<file path="config.mk">
export PLATFORM = sky130hd
export DESIGN_NAME = wdt_core
export DESIGN_NICKNAME = d
export VERILOG_FILES = /design/src/rtl/wdt_pkg.sv /design/src/rtl/wdt_core.sv /design/src/rtl/wdt_lf_tick.sv
export VERILOG_INCLUDE_DIRS = /design/src /design/src/rtl
export SDC_FILE = /design/constraint.sdc
export NUM_CORES = 1
export LEC_CHECK = 0
export BUFFER_PORTS_ARGS = -buffer_cell sky130_fd_sc_hd__buf_2
export CAP_MARGIN = 20
export CORE_ASPECT_RATIO = 0.6
export CORE_MARGIN = 2
export CORE_UTILIZATION = 55
export DETAILED_ROUTE_END_ITERATION = 10
export GPL_ROUTABILITY_DRIVEN = 0
export MAX_ROUTING_LAYER = met4
export PLACE_DENSITY = 0.82
export SLEW_MARGIN = 20
export SYNTH_ARGS = -nofsm -noshare
export SYNTH_HDL_FRONTEND = slang
export SYNTH_SLANG_ARGS = --single-unit
</file>
<file path="constraint.sdc">
create_clock -name pclk -period 4.25 [get_ports pclk]
set_input_delay 0.6375 -clock pclk [delete_from_list [all_inputs] [get_ports pclk]]
set_output_delay 0.6375 -clock pclk [all_outputs]
set_load 0.03 [all_outputs]
</file>
<file path="src/rtl/wdt_defines.svh">
/*
 * Offsets, field positions, reset values and timing counts for the watchdog block.
 * Assumes inclusion by bare name from files under rtl/.
 */
`ifndef WDT_DEFINES_SVH
`define WDT_DEFINES_SVH

// Register byte offsets on the APB.
`define OFF_WATCHDOG_CONTROL 12'h000
`define OFF_OPTION_CONTROL 12'h004
`define OFF_IRQ_STATUS 12'h008
`define OFF_IRQ_MASK 12'h00C
`define OFF_SYS_STATUS 12'h010
`define OFF_COMMAND 12'h014

// Field positions of the watchdog control register.
`define SOFT_EN_BIT 0
`define PSEL_LSB 1
`define PSEL_MSB 4
`define CTRL_IMPL_MASK 8'h1F

// Reset values.
`define WATCHDOG_CONTROL_RST 8'h08
`define OPTION_CONTROL_RST 8'hFF
`define PSEL_RST 4'h4

// Status flag bits: power-down flag bit 0, expiry flag bit 1.
`define PD_BIT 0
`define TO_BIT 1

// Interrupt status bits.
`define IRQ_EXPIRY 0
`define IRQ_SLEEP 1
`define IRQ_WIDTH 2

// Command register bits.
`define CMD_SLEEP_BIT 0
`define CMD_CLEAR_BIT 1
`define CMD_WAKE_BIT 2

// Largest legal period-select code and shortest prescale exponent (1:32).
`define PSEL_MAX 4'hB
`define PRESCALE_BASE_LOG2 5

// Low-frequency oscillator at 31 kHz against the 100 MHz bus clock.
`define LFOSC_HZ 31000
`define PCLK_HZ 100000000
`define LFOSC_DIV_CYCLES (`PCLK_HZ / `LFOSC_HZ)

`endif

</file>
<file path="src/rtl/wdt_pkg.sv">
/*
 * Types shared by the watchdog block.
 * Assumes the defines header is compiled alongside.
 */
package wdt_pkg;
   typedef enum logic [2:0] {
      st_run = 3'b001,
      st_off = 3'b010,
      st_sleep = 3'b100
   } pwr_state_t;

   typedef struct packed {
      logic [3:0] period_select;
      logic soft_watchdog_enable;
   } wdt_ctrl_t;

   typedef struct packed {
      logic power_down_flag;
      logic expiry_flag;
   } sys_flags_t;
endpackage

</file>
<file path="src/rtl/wdt_core.sv">
/*
 * Watchdog with period select, software enable and sleep entry, on an APB slave.
 * Assumes a synchronous environment on pclk and a CPU that issues sleep by command.
 */
// Decided for this implementation: the placing of the registers and the APB slave port.
`timescale 1ns/100ps
`include "wdt_defines.svh"

module wdt_core
   import wdt_pkg::*;
#(
   parameter int unsigned PORT_W = 8,
   parameter int unsigned LF_DIV = `LFOSC_DIV_CYCLES
) (
   // APB slave.
   input wire logic pclk,
   input wire logic presetn,
   input wire logic psel,
   input wire logic penable,
   input wire logic pwrite,
   input wire logic [11:0] paddr,
   input wire logic [31:0] pwdata,
   output logic [31:0] prdata,
   output logic pready,
   output logic pslverr,
   // Configuration and CPU side.
   input wire logic config_watchdog_enable,
   input wire logic sleep_cmd,
   input wire logic clear_cmd,
   input wire logic wake_event,
   // Port pins as driven by the core.
   input wire logic [PORT_W-1:0] port_out_core,
   input wire logic [PORT_W-1:0] port_oe_core,
   // Outputs.
   output logic [PORT_W-1:0] port_out,
   output logic [PORT_W-1:0] port_oe,
   output logic osc_driver_en,
   output logic sleeping,
   output logic internal_reset,
   output logic external_reset_pin_oe,
   output logic irq
);
   // Refuse an empty port bank when the design is elaborated.
   if (PORT_W < 1) begin : g_port_w_check
      $error("wdt_core: PORT_W must be at least 1");
   end

   // Expiry count for a period code: 2 to the power of 5 plus the code, in LF ticks.
   function automatic logic [16:0] period_ticks(input logic [3:0] code);
      logic [4:0] sh;
      sh = 5'(`PRESCALE_BASE_LOG2) + {1'b0, code};
      period_ticks = 17'h0_0001 << sh;
   endfunction

   function automatic logic is_addr(input logic [11:0] a, input logic [11:0] off);
      is_addr = (a == off);
   endfunction

   typedef struct packed {
      wdt_ctrl_t ctrl;
      logic [7:0] option_control;
      sys_flags_t flags;
      logic [`IRQ_WIDTH-1:0] irq_status;
      logic [`IRQ_WIDTH-1:0] irq_mask;
      pwr_state_t pstate;
      logic [16:0] count;
      logic [PORT_W-1:0] port_out;
      logic [PORT_W-1:0] port_oe;
      logic osc_driver_en;
      logic internal_reset;
      logic ext_pin_oe;
      logic irq;
      logic [31:0] prdata;
      logic pready;
      logic pslverr;
   } core_state_t;

   core_state_t s, next_s;
   logic lf_tick;
   logic wdt_on;
   logic wr_acc;
   logic rd_acc;
   logic mapped;
   logic go_sleep;
   logic do_clear;
   logic do_wake;
   logic expired;
   logic [`IRQ_WIDTH-1:0] irq_set;
   logic [31:0] rdata;

   wdt_lf_tick #(
      .DIV(LF_DIV)
   ) u_tick (
      .pclk(pclk),
      .presetn(presetn),
      .tick(lf_tick)
   );

   // Effective enable: config bit overrides the soft bit.
   assign wdt_on = config_watchdog_enable | s.ctrl.soft_watchdog_enable;

   // APB decode; the slave answers in the second access cycle, one wait state.
   assign wr_acc = psel & penable & pwrite & ~s.pready;
   assign rd_acc = psel & penable & ~pwrite & ~s.pready;
   assign mapped = is_addr(paddr, `OFF_WATCHDOG_CONTROL) | is_addr(paddr, `OFF_OPTION_CONTROL)
      | is_addr(paddr, `OFF_IRQ_STATUS) | is_addr(paddr, `OFF_IRQ_MASK)
      | is_addr(paddr, `OFF_SYS_STATUS) | is_addr(paddr, `OFF_COMMAND);

   // Sleep is reached only through the sleep command, pin or register.
   assign go_sleep = (s.pstate != st_sleep) & (sleep_cmd | (wr_acc
      & is_addr(paddr, `OFF_COMMAND) & pwdata[`CMD_SLEEP_BIT]));
   assign do_clear = clear_cmd | (wr_acc & is_addr(paddr, `OFF_COMMAND)
      & pwdata[`CMD_CLEAR_BIT]);
   assign do_wake = (s.pstate == st_sleep) & (wake_event | (wr_acc
      & is_addr(paddr, `OFF_COMMAND) & pwdata[`CMD_WAKE_BIT]));
   assign expired = wdt_on & lf_tick & (s.count + 17'h0_0001 >= period_ticks(s.ctrl.period_select));

   assign irq_set = {go_sleep, expired};

   // Read multiplexer; reserved bits read zero.
   always_comb begin
      rdata = 32'h0000_0000;
      if (is_addr(paddr, `OFF_WATCHDOG_CONTROL)) begin
         rdata[4:0] = s.ctrl;
      end else if (is_addr(paddr, `OFF_OPTION_CONTROL)) begin
         rdata[7:0] = s.option_control;
      end else if (is_addr(paddr, `OFF_IRQ_STATUS)) begin
         rdata[`IRQ_WIDTH-1:0] = s.irq_status;
      end else if (is_addr(paddr, `OFF_IRQ_MASK)) begin
         rdata[`IRQ_WIDTH-1:0] = s.irq_mask;
      end else if (is_addr(paddr, `OFF_SYS_STATUS)) begin
         rdata[`PD_BIT] = s.flags.power_down_flag;
         rdata[`TO_BIT] = s.flags.expiry_flag;
         rdata[2] = (s.pstate == st_sleep);
         rdata[3] = wdt_on;
      end
   end

   // Next-state logic for the whole block.
   always_comb begin
      next_s = s;
      next_s.pready = psel & penable & ~s.pready;
      next_s.pslverr = psel & penable & ~s.pready & ~mapped;
      next_s.internal_reset = 1'b0;
      next_s.ext_pin_oe = 1'b0; // The block never pulls the external reset pin.
      if (rd_acc) begin
         next_s.prdata = rdata;
      end

      // Register writes.
      if (wr_acc && is_addr(paddr, `OFF_WATCHDOG_CONTROL)) begin
         next_s.ctrl = pwdata[4:0]; // Upper bits dropped.
      end
      if (wr_acc && is_addr(paddr, `OFF_OPTION_CONTROL)) begin
         next_s.option_control = pwdata[7:0];
      end
      if (wr_acc && is_addr(paddr, `OFF_IRQ_MASK)) begin
         next_s.irq_mask = pwdata[`IRQ_WIDTH-1:0];
      end
      // Write-one-to-clear; a same-cycle event wins over the clear.
      if (wr_acc && is_addr(paddr, `OFF_IRQ_STATUS)) begin
         next_s.irq_status = s.irq_status & ~pwdata[`IRQ_WIDTH-1:0];
      end
      next_s.irq_status = next_s.irq_status | irq_set;

      // Counter: held clear while off, restarted by clear, wake or sleep entry.
      if (!wdt_on || do_clear || do_wake) begin
         next_s.count = '0;
      end else if (go_sleep) begin
         next_s.count = '0; // Cleared, but still enabled so it keeps counting.
      end else if (lf_tick) begin
         next_s.count = expired ? 17'h0_0000 : s.count + 17'h0_0001;
      end

      // Power state sequencing.
      unique case (s.pstate)
         st_run, st_off: begin
            next_s.pstate = wdt_on ? st_run : st_off;
            next_s.port_out = port_out_core;
            next_s.port_oe = port_oe_core;
            if (go_sleep) begin
               next_s.pstate = st_sleep;
               next_s.flags.power_down_flag = 1'b0;
               next_s.flags.expiry_flag = 1'b1;
               next_s.osc_driver_en = 1'b0;
            end
         end
         st_sleep: begin
            // Ports frozen at their pre-sleep drive and enable.
            if (do_wake || expired) begin
               next_s.pstate = wdt_on ? st_run : st_off;
               next_s.osc_driver_en = 1'b1;
            end
         end
         default: begin
            next_s.pstate = st_off;
         end
      endcase

      // Expiry: clear expiry flag and reset internally outside sleep.
      if (expired) begin
         next_s.flags.expiry_flag = 1'b0;
         if (s.pstate != st_sleep) begin
            next_s.internal_reset = 1'b1; // Pin stays released.
            // An expiry reset is a reset type too, so control and option reload.
            next_s.ctrl = wdt_ctrl_t'(5'(`WATCHDOG_CONTROL_RST));
            next_s.option_control = `OPTION_CONTROL_RST;
         end
      end

      next_s.irq = |(next_s.irq_status & next_s.irq_mask);
   end

   // Reset leaves the flags set (power-up) and the control at its default.
   always_ff @(posedge pclk or negedge presetn) begin
      if (!presetn) begin
         s <= '0;
         s.ctrl <= wdt_ctrl_t'(5'(`WATCHDOG_CONTROL_RST));
         s.option_control <= `OPTION_CONTROL_RST;
         s.flags <= 2'b11;
         s.pstate <= st_off;
         s.osc_driver_en <= 1'b1;
      end else begin
         s <= next_s;
      end
   end

   assign prdata = s.prdata;
   assign pready = s.pready;
   assign pslverr = s.pslverr;
   assign port_out = s.port_out;
   assign port_oe = s.port_oe;
   assign osc_driver_en = s.osc_driver_en;
   assign sleeping = s.pstate[2];
   assign internal_reset = s.internal_reset;
   assign external_reset_pin_oe = s.ext_pin_oe; // Never driven.
   assign irq = s.irq;
endmodule

</file>
<file path="src/rtl/wdt_lf_tick.sv">
/*
 * Tick generator that stands in for the low-frequency internal oscillator.
 * Assumes pclk runs continuously, also while the core is asleep.
 */
`timescale 1ns/100ps
`include "wdt_defines.svh"

module wdt_lf_tick #(
   parameter int unsigned DIV = `LFOSC_DIV_CYCLES
) (
   // Clock and reset.
   input wire logic pclk,
   input wire logic presetn,
   // Tick out.
   output logic tick
);
   // A divider below two could never return to zero between pulses.
   if (DIV < 2) begin : g_div_check
      $error("wdt_lf_tick: DIV must be at least 2");
   end

   typedef struct packed {
      logic [31:0] cnt;
      logic tick;
   } tick_state_t;

   tick_state_t s, next_s;

   // One pulse every DIV cycles.
   always_comb begin
      next_s = s;
      next_s.tick = 1'b0;
      if (s.cnt == DIV - 1) begin
         next_s.cnt = '0;
         next_s.tick = 1'b1;
      end else begin
         next_s.cnt = s.cnt + 32'h0000_0001;
      end
   end

   always_ff @(posedge pclk or negedge presetn) begin
      if (!presetn) begin
         s <= '0;
      end else begin
         s <= next_s;
      end
   end

   assign tick = s.tick;
endmodule

</file>
# Word-level counts from Yosys, hierarchy flattened
# Cells that the tools add are included.
[op_classes]
addsub = 3
mul = 0
div = 0
n_lt_le_gt_ge = 1
n_eq_ne = 12
shifts = 1
muxes = 33
bitwise = 31
n_reduce_logical = 18
[ops]
columns = ["op", "n"]
rows = [
  ["17-bit 2-to-1 mux", 4],
  ["32-bit by 1-bit adder with 32-bit output (second input constant)", 1],
  ["32-bit by 12-bit == test with 1-bit output (second input constant)", 1],
  ["32-bit 2-to-1 mux", 1],
  ["13-bit 2-to-1 mux", 2],
  ["12-bit by 4-bit == test with 1-bit output (second input constant)", 2],
  ["12-bit by 5-bit == test with 1-bit output (second input constant)", 2],
  ["17-bit by 1-bit adder with 17-bit output (second input constant)", 1],
  ["17-bit >= comparator", 1],
  ["1-bit by 5-bit << shifter with 17-bit output (first input constant)", 1],
  ["1-bit AND", 15],
  ["2-bit 2-to-1 mux", 7],
  ["12-bit by 3-bit == test with 1-bit output (second input constant)", 1],
  ["12-bit logical NOT", 1],
  ["4-bit 2-to-1 mux", 3],
  ["5-bit 2-to-1 mux", 2],
  ["3-bit 2-to-1 mux", 3],
  ["1-bit bitwise OR", 9],
  ["1-bit 2-to-1 mux", 8],
  ["8-bit 2-to-1 mux", 1],
  ["3-bit one-hot mux with 2 select lines", 1],
  ["2-bit nonzero test", 3],
  ["3-bit by 4-bit adder with 5-bit output (first input constant)", 1],
  ["2-bit AND", 2],
  ["17 further kinds", 26],
]
[word_totals]
ff_bits = 101
latchBits = 0
mem_bits_rw = 0
romBits = 0
in_bits = 69
output_inout_bits = 55
mem_count = 0

# Longest topological paths before layout
# Gate-level depths: netlist of run 1.
[logic_depth]
depth_word = 10
depth_mapped = 15
depth_no_buf = 13

# Modules after synthesis
# Synthesis of run 1 repeated with hierarchy kept, for this count alone.
[unflattened]
hier_cells = 580
area_unflattened_um2 = 5794.3
[by_module_without_submodules]
columns = ["mod", "n_inst", "cells_each", "area_per_inst_um2", "seq_area_each_um2"]
rows = [
  ["wdt_core", 1, 443, 4240.3, 1717.9],
  ["wdt_lf_tick", 1, 137, 1554.0, 825.8],
]

# Least setup slack after synthesis of run 1
# OpenSTA, ideal clock, no wires.
[synth_path]
path_kind = "flip-flop to flip-flop"
startpoint = "register s[54] (netlist name)"
endpoint = "register s[88] (netlist name)"
t_arrival_ps = 3286
path_slack_ps = 840
stages_incl_launch_ff = 15
n_path_buf = 2
period_less_slack_ps = 3410
cell_sequence = "dfrtp_1 > ha_1 > nand2_1 > or4_1 > buf_2 > nor4_2 > xor2_1 > ha_1 > nand4_1 > or3_1 > o211ai_1 > buf_2 > nand3_1 > inv_1 > a21oi_1"
[synth_rtl]
columns = ["item", "line", "source"]
rows = [
  ["from (decl)", "wdt_core.sv:78", "core_state_t s, next_s;"],
  ["from (signal assigned)", "wdt_core.sv:224", "s <= next_s;"],
]

# Final worst setup path of run 1
[layout_path]
startpoint = "register s[54] (netlist name)"
endpoint = "register s, in the netlist sleeping"
[layout_via]
elab_chain_cells = 5
[layout_lines]
columns = ["item", "line", "source"]
rows = [
  ["17-bit by 1-bit adder with 17-bit output", "wdt_core.sv:116", "assign expired = wdt_on & lf_tick & (s.count + 17'h0_0001 >= period_ticks(s.ctrl.period_select));"],
  ["17-bit >= comparator", "wdt_core.sv:116", ""],
  ["1-bit AND", "wdt_core.sv:116", ""],
  ["1-bit logical OR", "wdt_core.sv:190", "if (do_wake || expired) begin"],
  ["2-bit by 1-bit != test with 1-bit output (no source line)", "-", ""],
]
# Every way passes these cells.
# A chain may end at the register's enable or synchronous reset.

==> metrics list, run 1 <==
- Status: finished, final reports clean
- During synthesis, Yosys emitted a total of 0 warnings.
- Commonest non-fill, non-tap cells in the layout: nand2_1 (88), dfrtp_1 (88), buf_2 (73), nor2_1 (43), nand3_1 (32)
- After clock tree synthesis, the clock-pin slew on the worst setup and hold paths is 0.07 ns.
- Sinks on Clock Net: 101
- Summing all multi-input logic gate instances after layout gives 2800 sq um.
- Num CTS Buffers: 9
- Ys async rst share: 100%
- Mean post-synth cell area: 9.56 sq um
- The number of antenna diodes in the final layout is 0.
* Die ar.: 11300 sq um
- Maximum vdd drop: 0.000434 V
- Data on the critical path arrives at its endpoint at 4.11 ns.
- Via count: 4545
- The synthesized design contains 101 register bits.
- Register area: 2540 sq um
* HPWL reported at the end of detailed placement: 9.45 mm
- Maxcap violations: 0
- Total count of max-transition violations in the final report: 0
* Setup TNS: 0 ns
- Buffers placed on the I/O ports in this run total 74.
- Worst-case register-to-register setup slack: 0.37 ns
* Sum of routed wire length over all layers: 12.9 mm
* Class of the tightest hold or removal check: input pin to async pin
- After global routing the overflow that remains totals 0.
* Clock latency on the worst-skew pair: 0.35 ns
- Number of fill cells: 821
- Gates resized during post-CTS repair numbered 0.
- Nature of the critical path startpoint: flop
* Most crowded layer after global routing: met2
* CTS tree: done
- Hold buffer count at cts: 0
- From synthesis to final layout, the design area changed by 9.56%.
- Final Net Count: 740
- Measured against its own limit, the worst slew margin works out to 32.5%.
* Die X: 136 um
* Largest buffer count on any clock path: 2
- Highest achievable clock rate: 258 MHz
- In the post-route analysis, the smallest setup slack over all paths is 0.367 ns.
* Initial DRC Count: 396
- Critical R2R Capture: sleeping
- Post-synthesis instance area: 5750 sq um
- Setup violations remaining at the end of the flow were counted as 0.
* Number of rows in the core area: 28
- Register area share after synthesis: 44.3%
* Post-placement cell count: 774
- Fraction of final layout cells sized beyond drive strength 1: 20.6%
* Kind of end point of the critical path: flop
* Startpoint of the most critical register-to-register path: s[54]
- First-pass GRT wire length: 21.1 mm
- Wire length per cell after detailed routing: 16.3 um
* Main flop type after synthesis: dfrtp_1
- Number of unique standard cell types used by synthesis: 58
- Met1 GRT Util: 34.3%
- In this run the count of I/O pins placed on the die edge is 124.
* Slew @ Worst Pin: 1.00 ns
* Remaining number of nets flagged by the antenna check after routing: 0
- Critical setup path kind: flop to flop
- Min Tclk post-route: 3.88 ns
* Overall routing resource usage: 24.2%
- Prior to clock tree synthesis, the placed netlist has a worst setup slack of 0.472 ns.
- Buffer cell driving the clock tree root: clkbuf_16
* Final cell count without fillers: 790
* Pin count of the biggest net entering global routing: 79
* GRT met2 Usage: 35.2%
* Maximum clock skew at final layout: 0.0114 ns
- Setup repair after global routing left no endpoint under its margin.
- Final Total Pwr: 0.00259 W
- Number of buffers inserted to repair setup after CTS: 0
* H-tree level count: 3
- Number of hold violations in the final report: 0
* Effective utilization at floorplan: 57.4%
- Detailed-route vias per instance: 5.75
* Pwr dens: 412 nW/um^2
- The number of cells on the worst reg-to-reg path is 13.
- The floorplan step set the die height to 83.2 um.
- First drt pass iteration count: 6
- After detailed routing, the number of remaining DRC violations is 0.
- Synthesis handed over a netlist of 601 instances.
* Vias in the first global route: 4334
- In the finished design, the share of the clock period the worst path needs comes to 91.4%.
* EDFF count, synth: 0
- For this design the static power due to leakage is 2.98 nW.
- Met3 Track Usage GR: 5.86%
* Largest fanout of any net on the critical path: 12
- Min Hold Slack: 0.192 ns
- Initial antenna violation count: 0
- Required time worst endpoint: 4.48 ns
- The region available for standard cell placement spans 10000 sq um.
==> logic make-up (layout without fill, tap and decap cells) <==
group | Yosys count | count (layout) | share of synthesized area (%)
fa+ha+maj | 20 | 20 | 4.35
xor+xnor | 46 | 46 | 7.01
simple gates | 239 | 239 | 20.3
mux | 30 | 30 | 5.64
other cells | 2 | 30 | 0.131
compound gates | 79 | 79 | 9.54
buf+inv | 84 | 110 | 8.77
flops | 101 | 101 | 44.3
==> synthesized netlist by cell type, types with 3 or more instances <==
| cell | number | area [sq um] |
|---|---|---|
| clkbuf_1 | 15 | 56.3 |
| nand4_1 | 15 | 93.8 |
| a211oi_1 | 3 | 22.5 |
| nor2_1 | 43 | 161 |
| and3_1 | 6 | 37.5 |
| nand3b_1 | 3 | 22.5 |
| nand2b_1 | 3 | 18.8 |
| or3_1 | 8 | 50.1 |
| nand3_1 | 32 | 160 |
| o41ai_1 | 3 | 26.3 |
| nand2_1 | 88 | 330 |
| a41o_1 | 6 | 60.1 |
| xor2_1 | 21 | 184 |
| inv_1 | 16 | 60.1 |
| a31oi_1 | 3 | 18.8 |
| mux2i_1 | 11 | 110 |
| a2111oi_0 | 6 | 52.6 |
| nor2b_1 | 8 | 50.1 |
| buf_4 | 49 | 368 |
| o21ai_0 | 14 | 70.1 |
| mux2_2 | 19 | 214 |
| nor4_1 | 6 | 37.5 |
| ha_1 | 20 | 250 |
| dfstp_2 | 13 | 342 |
| nor4b_1 | 3 | 26.3 |
| nor3_1 | 10 | 50.1 |
| a21oi_1 | 23 | 115 |
| nor4_2 | 3 | 37.5 |
| buf_2 | 4 | 20.0 |
| dfrtp_1 | 88 | 2200 |
| xnor2_1 | 25 | 219 |
==> area by class of cell <==
cell class	instances	share of cell area [%]
repair buffers	79	6.84
inverters	16	0.954
flip-flops and latches	101	40.4
clock inverters	5	0.954
well taps	135	2.68
multi-input cells	444	44.5
clock buffers	10	3.64
==> flip-flops by register name (all words and copies together), names as in the netlist <==
name / cells
prdata: 8
pslverr: 1
irq: 1
s: 38
u_tick.tick: 1
port_oe: 8
port_out: 8
sleeping: 1
internal_reset: 1
pready: 1
u_tick.s: 32
osc_driver_en: 1
==> per-stage QoR <==
stage | util (%) | cell area [sq um]
2_1_floorplan | - | 5850
3_3_place_gp | 59.7 | 5980
3_5_place_dp | 59.7 | 5980
4_1_cts | 62.6 | 6270
5_1_grt | 62.8 | 6300
6_report | 62.8 | 6300
==> per-layer routing <==
layer  up-vias  wire length [um]  part of all wire [%]
met4         0               157                   1.2
li1       2132                 -                     -
met2       211              5810                    45
met1      2182              5850                    45
met5         -                 0                     0
met3        20              1060                   8.2
==> worst max path at each step <==
| stage | start | to | slack [ns] | cells past startpoint |
|---|---|---|---|---|
| finish | s[54] | sleeping | 0.37 | 13 |
| global route | s[54] | s[71] | 0.06 | 13 |
| CTS | s[54] | sleeping | 0.43 | 13 |
| detailed placement | s[54] | sleeping | 0.47 | 13 |
| global placement | s[54] | sleeping | 0.62 | 12 |
| floorplan | s[54] | s[88] | 0.84 | 14 |
==> power by group <==
part	internal, W	switching, W
combinational	0.000244	0.000421
sequential	0.00107	0.0000567
clock	0.000456	0.000349
==> worst max-delay path, cell delays in order, from the launching register on <==
cell and delay (ns):
dfrtp_1 0.44, ha_1 0.29, nand2_1 0.09, or4_1 0.66, nor2_1 0.19, xor2_1 0.30, ha_1 0.22, nand4_1 0.12
a2111oi_0 0.46, o31ai_1 0.15, o211ai_1 0.13, buf_4 0.24, nand2_1 0.16, a31o_2 0.30
No activity file was read; power rests on OpenSTA's default activity.
==> inputs of run 2 (changes only) <==
- GPL_TIMING_DRIVEN: default -> 0
==> run 2 against run 1 <==
Effect of this change:
- register-to-register slack worse by 0.09 ns
- total power up 8.4%
- via count up 4.9%
- sequential power about the same
- die area unchanged
- largest cell class unchanged
- largest power group unchanged
==> metrics list, run 2 (synthesized netlist as in run 1, its figures left out) <==
- Pin count of the biggest net entering global routing: 77
* H-tree level count: 3
- CTS saw 101 sinks.
- GRT met2 Usage: 36.0%
- Total count of max-transition violations in the final report: 0
* Period utilisation layout: 93.6%
- For met1 alone, demand over resource in global routing was 36.0%.
- Largest fanout of any net on the critical path: 10
- Diodes inserted: 0
- Status: finished, final reports clean
- Number of fill cells: 826
- The largest registers in the layout are s: 38 flops, u_tick.s: 32 flops.
* Maxcap violations: 0
- For the pin with the worst max-slew slack, the measured transition is 1.11 ns.
* Clock transition at path regs: 0.07 ns
- First drt pass iteration count: 5
- Final Total Pwr: 0.00281 W
- Summing all flip-flop and latch instances after layout gives 2540 sq um.
* Fraction of final layout cells sized beyond drive strength 1: 26.0%
- In the routed design, unresolved DRC markers number 0.
- Min Tclk post-route: 3.98 ns
- The critical path goes through ha_1 > nand2_1 > or4_1 > buf_2 > nor4_2 > xor2_1 > ha_1 > nand4_1 > or3_1 > o211ai_1 > buf_4 > nand2_1 > a31o_2.
* Overall routing resource usage: 24.8%
- In this run the standard cell core region covers 10000 sq um.
- Counting the buffers created by CTS gives 9.
* Number of port buffers: 72
- The number of hold buffers added after CTS was 0.
* Global-route congestion overflow total: 0
- Crit path buffers/inverters: 2
- Buffer cell driving the clock tree root: clkbuf_16
- First-pass GRT wire length: 21.8 mm
- After detailed routing, the total wire length is 13.3 mm.
- STA classifies the critical path endpoint as a flop.
* Critical setup path kind: flop to flop
* Max FFs per register: 38
* Setup TNS: 0 ns
* Clock latency on the worst-skew pair: 0.34 ns
- Delay of the slowest cell on the worst path: 0.48 ns
- For this design the static power due to leakage is 3.27 nW.
- In this run the most used layer during global routing was met1.
* Maximum clock skew at final layout: 0.00740 ns
- CTS tree: done
- The die covers 11300 sq um.
* Die outline height: 83.2 um
* Min Hold Slack: 0.144 ns
* Required time worst endpoint: 4.48 ns
* Remaining number of nets flagged by the antenna check after routing: 0
* Maximum vdd drop: 0.000446 V
- Summing over every cut layer, the via total after detailed routing is 4768.
- Derived from the worst setup path, the maximum achievable clock frequency is 251 MHz.
* Vias in the first global route: 4602
- Effective utilization at floorplan: 57.4%
* I/O pin count: 124
* Class of the tightest hold or removal check: input pin to async pin
- The library cells used most frequently in the layout, excluding fill and tap cells, are nand2_1 (88), dfrtp_1 (88), buf_2 (74), buf_4 (51), nor2_1 (43).
- The initial antenna violation count came to 0.
* Die X: 136 um
- The clock passes through at most 2 buffers.
- HPWL reported at the end of detailed placement: 9.88 mm
- Final Net Count: 803
* Pwr dens: 415 nW/um^2
- Unrepaired setup endpoints after global routing: false
- Area growth, synth to finish: 17.8%
- After detailed routing, the number of vias per cell comes to 5.58.
- After detailed routing, the average wire length per cell comes to 15.6 um.
- Broken down by cell family, the worst path's largest delay share belongs to simple AND/OR/NAND/NOR gates.
- On the critical path, the stage with the largest delay is an instance of or4_1.
* Slew Limit Headroom: 25.7%
* Nature of the critical path startpoint: flop
* Arrival time of the worst setup path: 4.21 ns
* Number of hold violations in the final report: 0
* Initial DRC Count: 429
- Met3 Track Usage GR: 5.49%
- Setup violations remaining at the end of the flow were counted as 0.
- Row generation in the floorplan step produced 28 rows.
- Multi-input combinational cell area: 2820 sq um
- Largest Register: s
[run 2: cell type report]
type	instances	share of cell area, %
sequential	101	37.6
clock inverter	5	1.24
inverter	16	0.887
clock buffer	11	3.59
tap	135	2.49
timing repair buffer	74	5.93
multi-input combinational	444	41.7
buffer	68	6.60
[run 2: per-layer routing]
| metal | part of all wire, % | wire, um |
|---|---|---|
| met5 | 0 | 0 |
| met2 | 44 | 5870 |
| met3 | 7.5 | 993 |
| met4 | 1.1 | 151 |
| met1 | 47 | 6300 |
[run 2: worst paths after layout]
path                              start              to  slack, ns  depth (start not counted)
max                               s[54]        sleeping       0.27                         13
min                             presetn  internal_reset       0.14                          1
max reg2reg                       s[54]        sleeping       0.27                         13
min reg2reg                u_tick.s[32]    u_tick.s[32]       0.47                          1
max in group asynchronous       presetn           s[72]       3.43                          2
min in group pclk          u_tick.s[32]    u_tick.s[32]       0.47                          1
[run 2: report_power, final]
group / switching, W / internal [W]
registers: 0.0000548 / 0.00107
logic: 0.000459 / 0.000347
clock network: 0.000352 / 0.000533
total: 0.000865 / 0.00195
[run 2: repair_timing]
action	4_1_cts	5_1_grt
endpoints found under the setup margin	0	17
gates resized for setup	0	6
setup buffers	0	1
[run 2: through the flow]
step                      utilization, %  setup WS (ns)  cell area [sq um]  cells
after floorplan                        -          0.840               5850    629
after global placement              63.7          0.140               6380    836
after detailed placement            64.0         0.0688               6410    837
after CTS                           67.3         0.0579               6740    853
after global routing                67.6         0.0176               6770    854
final                               67.6          0.273               6770    854
==> inputs of run 3 (changes only) <==
- CORE_ASPECT_RATIO: 0.6 -> 1.4
- CORE_MARGIN: 2 -> default
- TNS_END_PERCENT: default -> 50
==> run 3 against run 2 <==
Effect of this change:
- count of clock-buffer cells in the layout grew 2
- sequential share of layout area is 0.31 points higher
- die area decreased by 3.9%
- sequential cell count is the same
- largest cell class unchanged
- critical path type unchanged
- setup slack worse by 0.055 ns
- non-clock buffer count down 1
- sequential power hardly changed
- combinational power shrank 2.7%
- fmax decreased by 1.4%
==> metrics list, run 3 (synthesized netlist as in run 1, its figures left out) <==
* Critical setup path kind: flop to flop
- For this run, design rule violations remaining after detail routing come to 0.
* Remaining number of nets flagged by the antenna check after routing: 0
- Total count of max-transition violations in the final report: 0
- For the pin with the worst max-slew slack, the measured transition is 0.994 ns.
- At the worst endpoint, the arrival time is 4.25 ns.
- In this run, the combinational gates consume 29.1% of the power.
- In this run the tightest slew margin relative to its limit is 33.2%.
- Setup violations remaining at the end of the flow were counted as 0.
* H-tree level count: 3
- Final cell area excluding filler cells: 6720 sq um
- Largest buffer count on any clock path: 2
* Clock transition at path regs: 0.07 ns
- Timing would allow up to 248 MHz.
- Initial antenna violation count: 0
- Period utilisation layout: 94.9%
- Buffers placed on the I/O ports in this run total 72.
- TritonCTS built the clock tree.
- In this run the horizontal extent of the chip is 88.4 um.
* Overall routing resource usage: 24.6%
* Initial DRC Count: 189
- Switching share of total power: 31.3%
- At the end of the flow, the number of nets in the layout was 802.
- Core Region: 10000 sq um
* Buffer cell driving the clock tree root: clkbuf_16
* Vias in the first global route: 4571
- Diodes inserted: 0
- Commonest non-fill, non-tap cells in the layout: nand2_1 (88), dfrtp_1 (88), buf_2 (74), buf_4 (49), nor2_1 (43)
- Fin util: 67.1%
* P_sw: 0.000842 W
- The tightest min-delay check is of the input pin to async pin type.
* Sinks on Clock Net: 101
- Maximum vdd drop: 0.000248 V
- The number of hold violations in the final report was 0.
* Lkg Pwr: 3.25 nW
- Pin count of the biggest net entering global routing: 57
- After detailed routing, the average wire length per cell comes to 14.5 um.
* Clock network fraction of total power: 29.4%
- Summed over all layers, the global routing overflow is 0.
- Kind of end point of the critical path: flop
- Internal power comes to 0.00185 W.
- Setup repair after global routing left no endpoint under its margin.
- In the final layout, the registers with the most flip-flops are s: 38 flops, u_tick.s: 32 flops.
- Across all layers, the routed design uses 4702 vias.
* First-pass GRT wire length: 20.3 mm
- Setup WS post-layout: 0.218 ns
- At the placement stage, the worst setup path has a slack of 0.0938 ns.
- The flow ran to the end, and the final reports show no timing, DRC or antenna violations.
* Die outline height: 123 um
* Maximum clock skew at final layout: 0.00677 ns
* Largest fanout of any net on the critical path: 10
* Cell Area, Placed: 6410 sq um
* Max FFs per register: 38
* HPWL reported at the end of detailed placement: 9.36 mm
- The initial utilization of the core area, before any placement, comes to 57.4%.
* Fraction of final layout cells sized beyond drive strength 1: 25.6%
- For this design the ratio of total power to cell area is 400 nW/um^2.
* Die ar.: 10900 sq um
* Detailed-route vias per instance: 5.51
* Hold buffer count at cts: 0
* Min Tclk post-route: 4.03 ns
- Clock tree synthesis inserted a total of 9 buffers.
- STA classifies the critical path startpoint as a flop.
- Multi-input combinational cell area: 2820 sq um
- Clock latency on the worst-skew pair: 0.34 ns
- The share of total power dissipated in sequential elements is 41.5%.
* Required time worst endpoint: 4.47 ns
- The initialized floorplan defines 43 standard-cell rows.
- Summed over all layers, the routed wires come to 12.3 mm.
- First drt pass iteration count: 4
* Largest Register: s
- Number of fill cells: 812
- Adding up every negative setup slack in the final design gives 0 ns.
- Summing all flip-flop and latch instances after layout gives 2540 sq um.
- In this run the count of I/O pins placed on the die edge is 124.
- Max-cap violations in this run came to 0.
- Area growth, synth to finish: 16.9%
run 3: changes by cell type in the layout (fill, tap and decap cells not counted), moves of 2 or more:
cell | before | now
clkinvlp_4 | 2 | 0
buf_4 | 51 | 49
bufinv_16 | 2 | 0
inv_6 | 0 | 2
run 3: final timing paths:
check / from / slack, ns / to / depth (start not counted)
min in group pclk: osc_driver_en / 0.46 / osc_driver_en / 2
worst max register to register: s[54] / 0.22 / s[88] / 14
worst min-delay path: presetn / 0.21 / s[68] / 1
worst max-delay path: s[54] / 0.22 / s[88] / 14
worst min register to register: osc_driver_en / 0.46 / osc_driver_en / 2
max in group asynchronous: presetn / 3.37 / osc_driver_en / 2
run 3: power by group through the flow:
stage               registers [W]  logic [W]  clock network (W)
floorplan                 0.00114   0.000594                  0
global placement          0.00113   0.000769                  0
detailed placement        0.00114   0.000788                  0
CTS                       0.00112   0.000791           0.000804
global route              0.00113   0.000851           0.000844
finish                    0.00112   0.000784           0.000790
run 3: through the flow:
step | std cells | total power [W] | hold slack (ns)
finish | 853 | 0.00269 | 0.213
global placement | 836 | 0.00190 | 0.458
detailed placement | 837 | 0.00192 | 0.456
global route | 853 | 0.00282 | 0.246
CTS | 853 | 0.00271 | 0.227
floorplan | 629 | 0.00173 | 0.342
run 3: layout make-up:
type,instances,share of cell area [%]
Buffer,68,6.65
Multi-Input combinational cell,444,41.9
Sequential cell,101,37.9
Tap cell,135,2.52
Timing Repair Buffer,73,5.87
Clock inverter,3,0.391
Clock buffer,13,3.88
Inverter,16,0.894
run 3: critical path, cell delays in order, from the launching register on:
cell      delay [ns]
dfrtp_1         0.43
ha_1            0.30
nand2_1         0.09
or4_1           0.45
buf_2           0.19
nor4_2          0.29
xor2_1          0.14
ha_1            0.34
nand4_1         0.14
or3_1           0.40
o211ai_1        0.31
clkbuf_4        0.29
nand3_2         0.23
inv_1           0.24
a21oi_1         0.07
run 3: layer usage:
layer	track usage, %	wire length [um]	vias to the layer above
met1	27.7	4720	2248
met3	3.74	582	37
met4	11.8	342	0
met5	-	0	-
li1	-	-	2260
met2	42.5	6690	157
run 3: what timing repair did:
action | 4_1_cts | 5_1_grt
setup endpoints to repair | 0 | 6
resized for setup | 0 | 3
setup buffers | 0 | 0
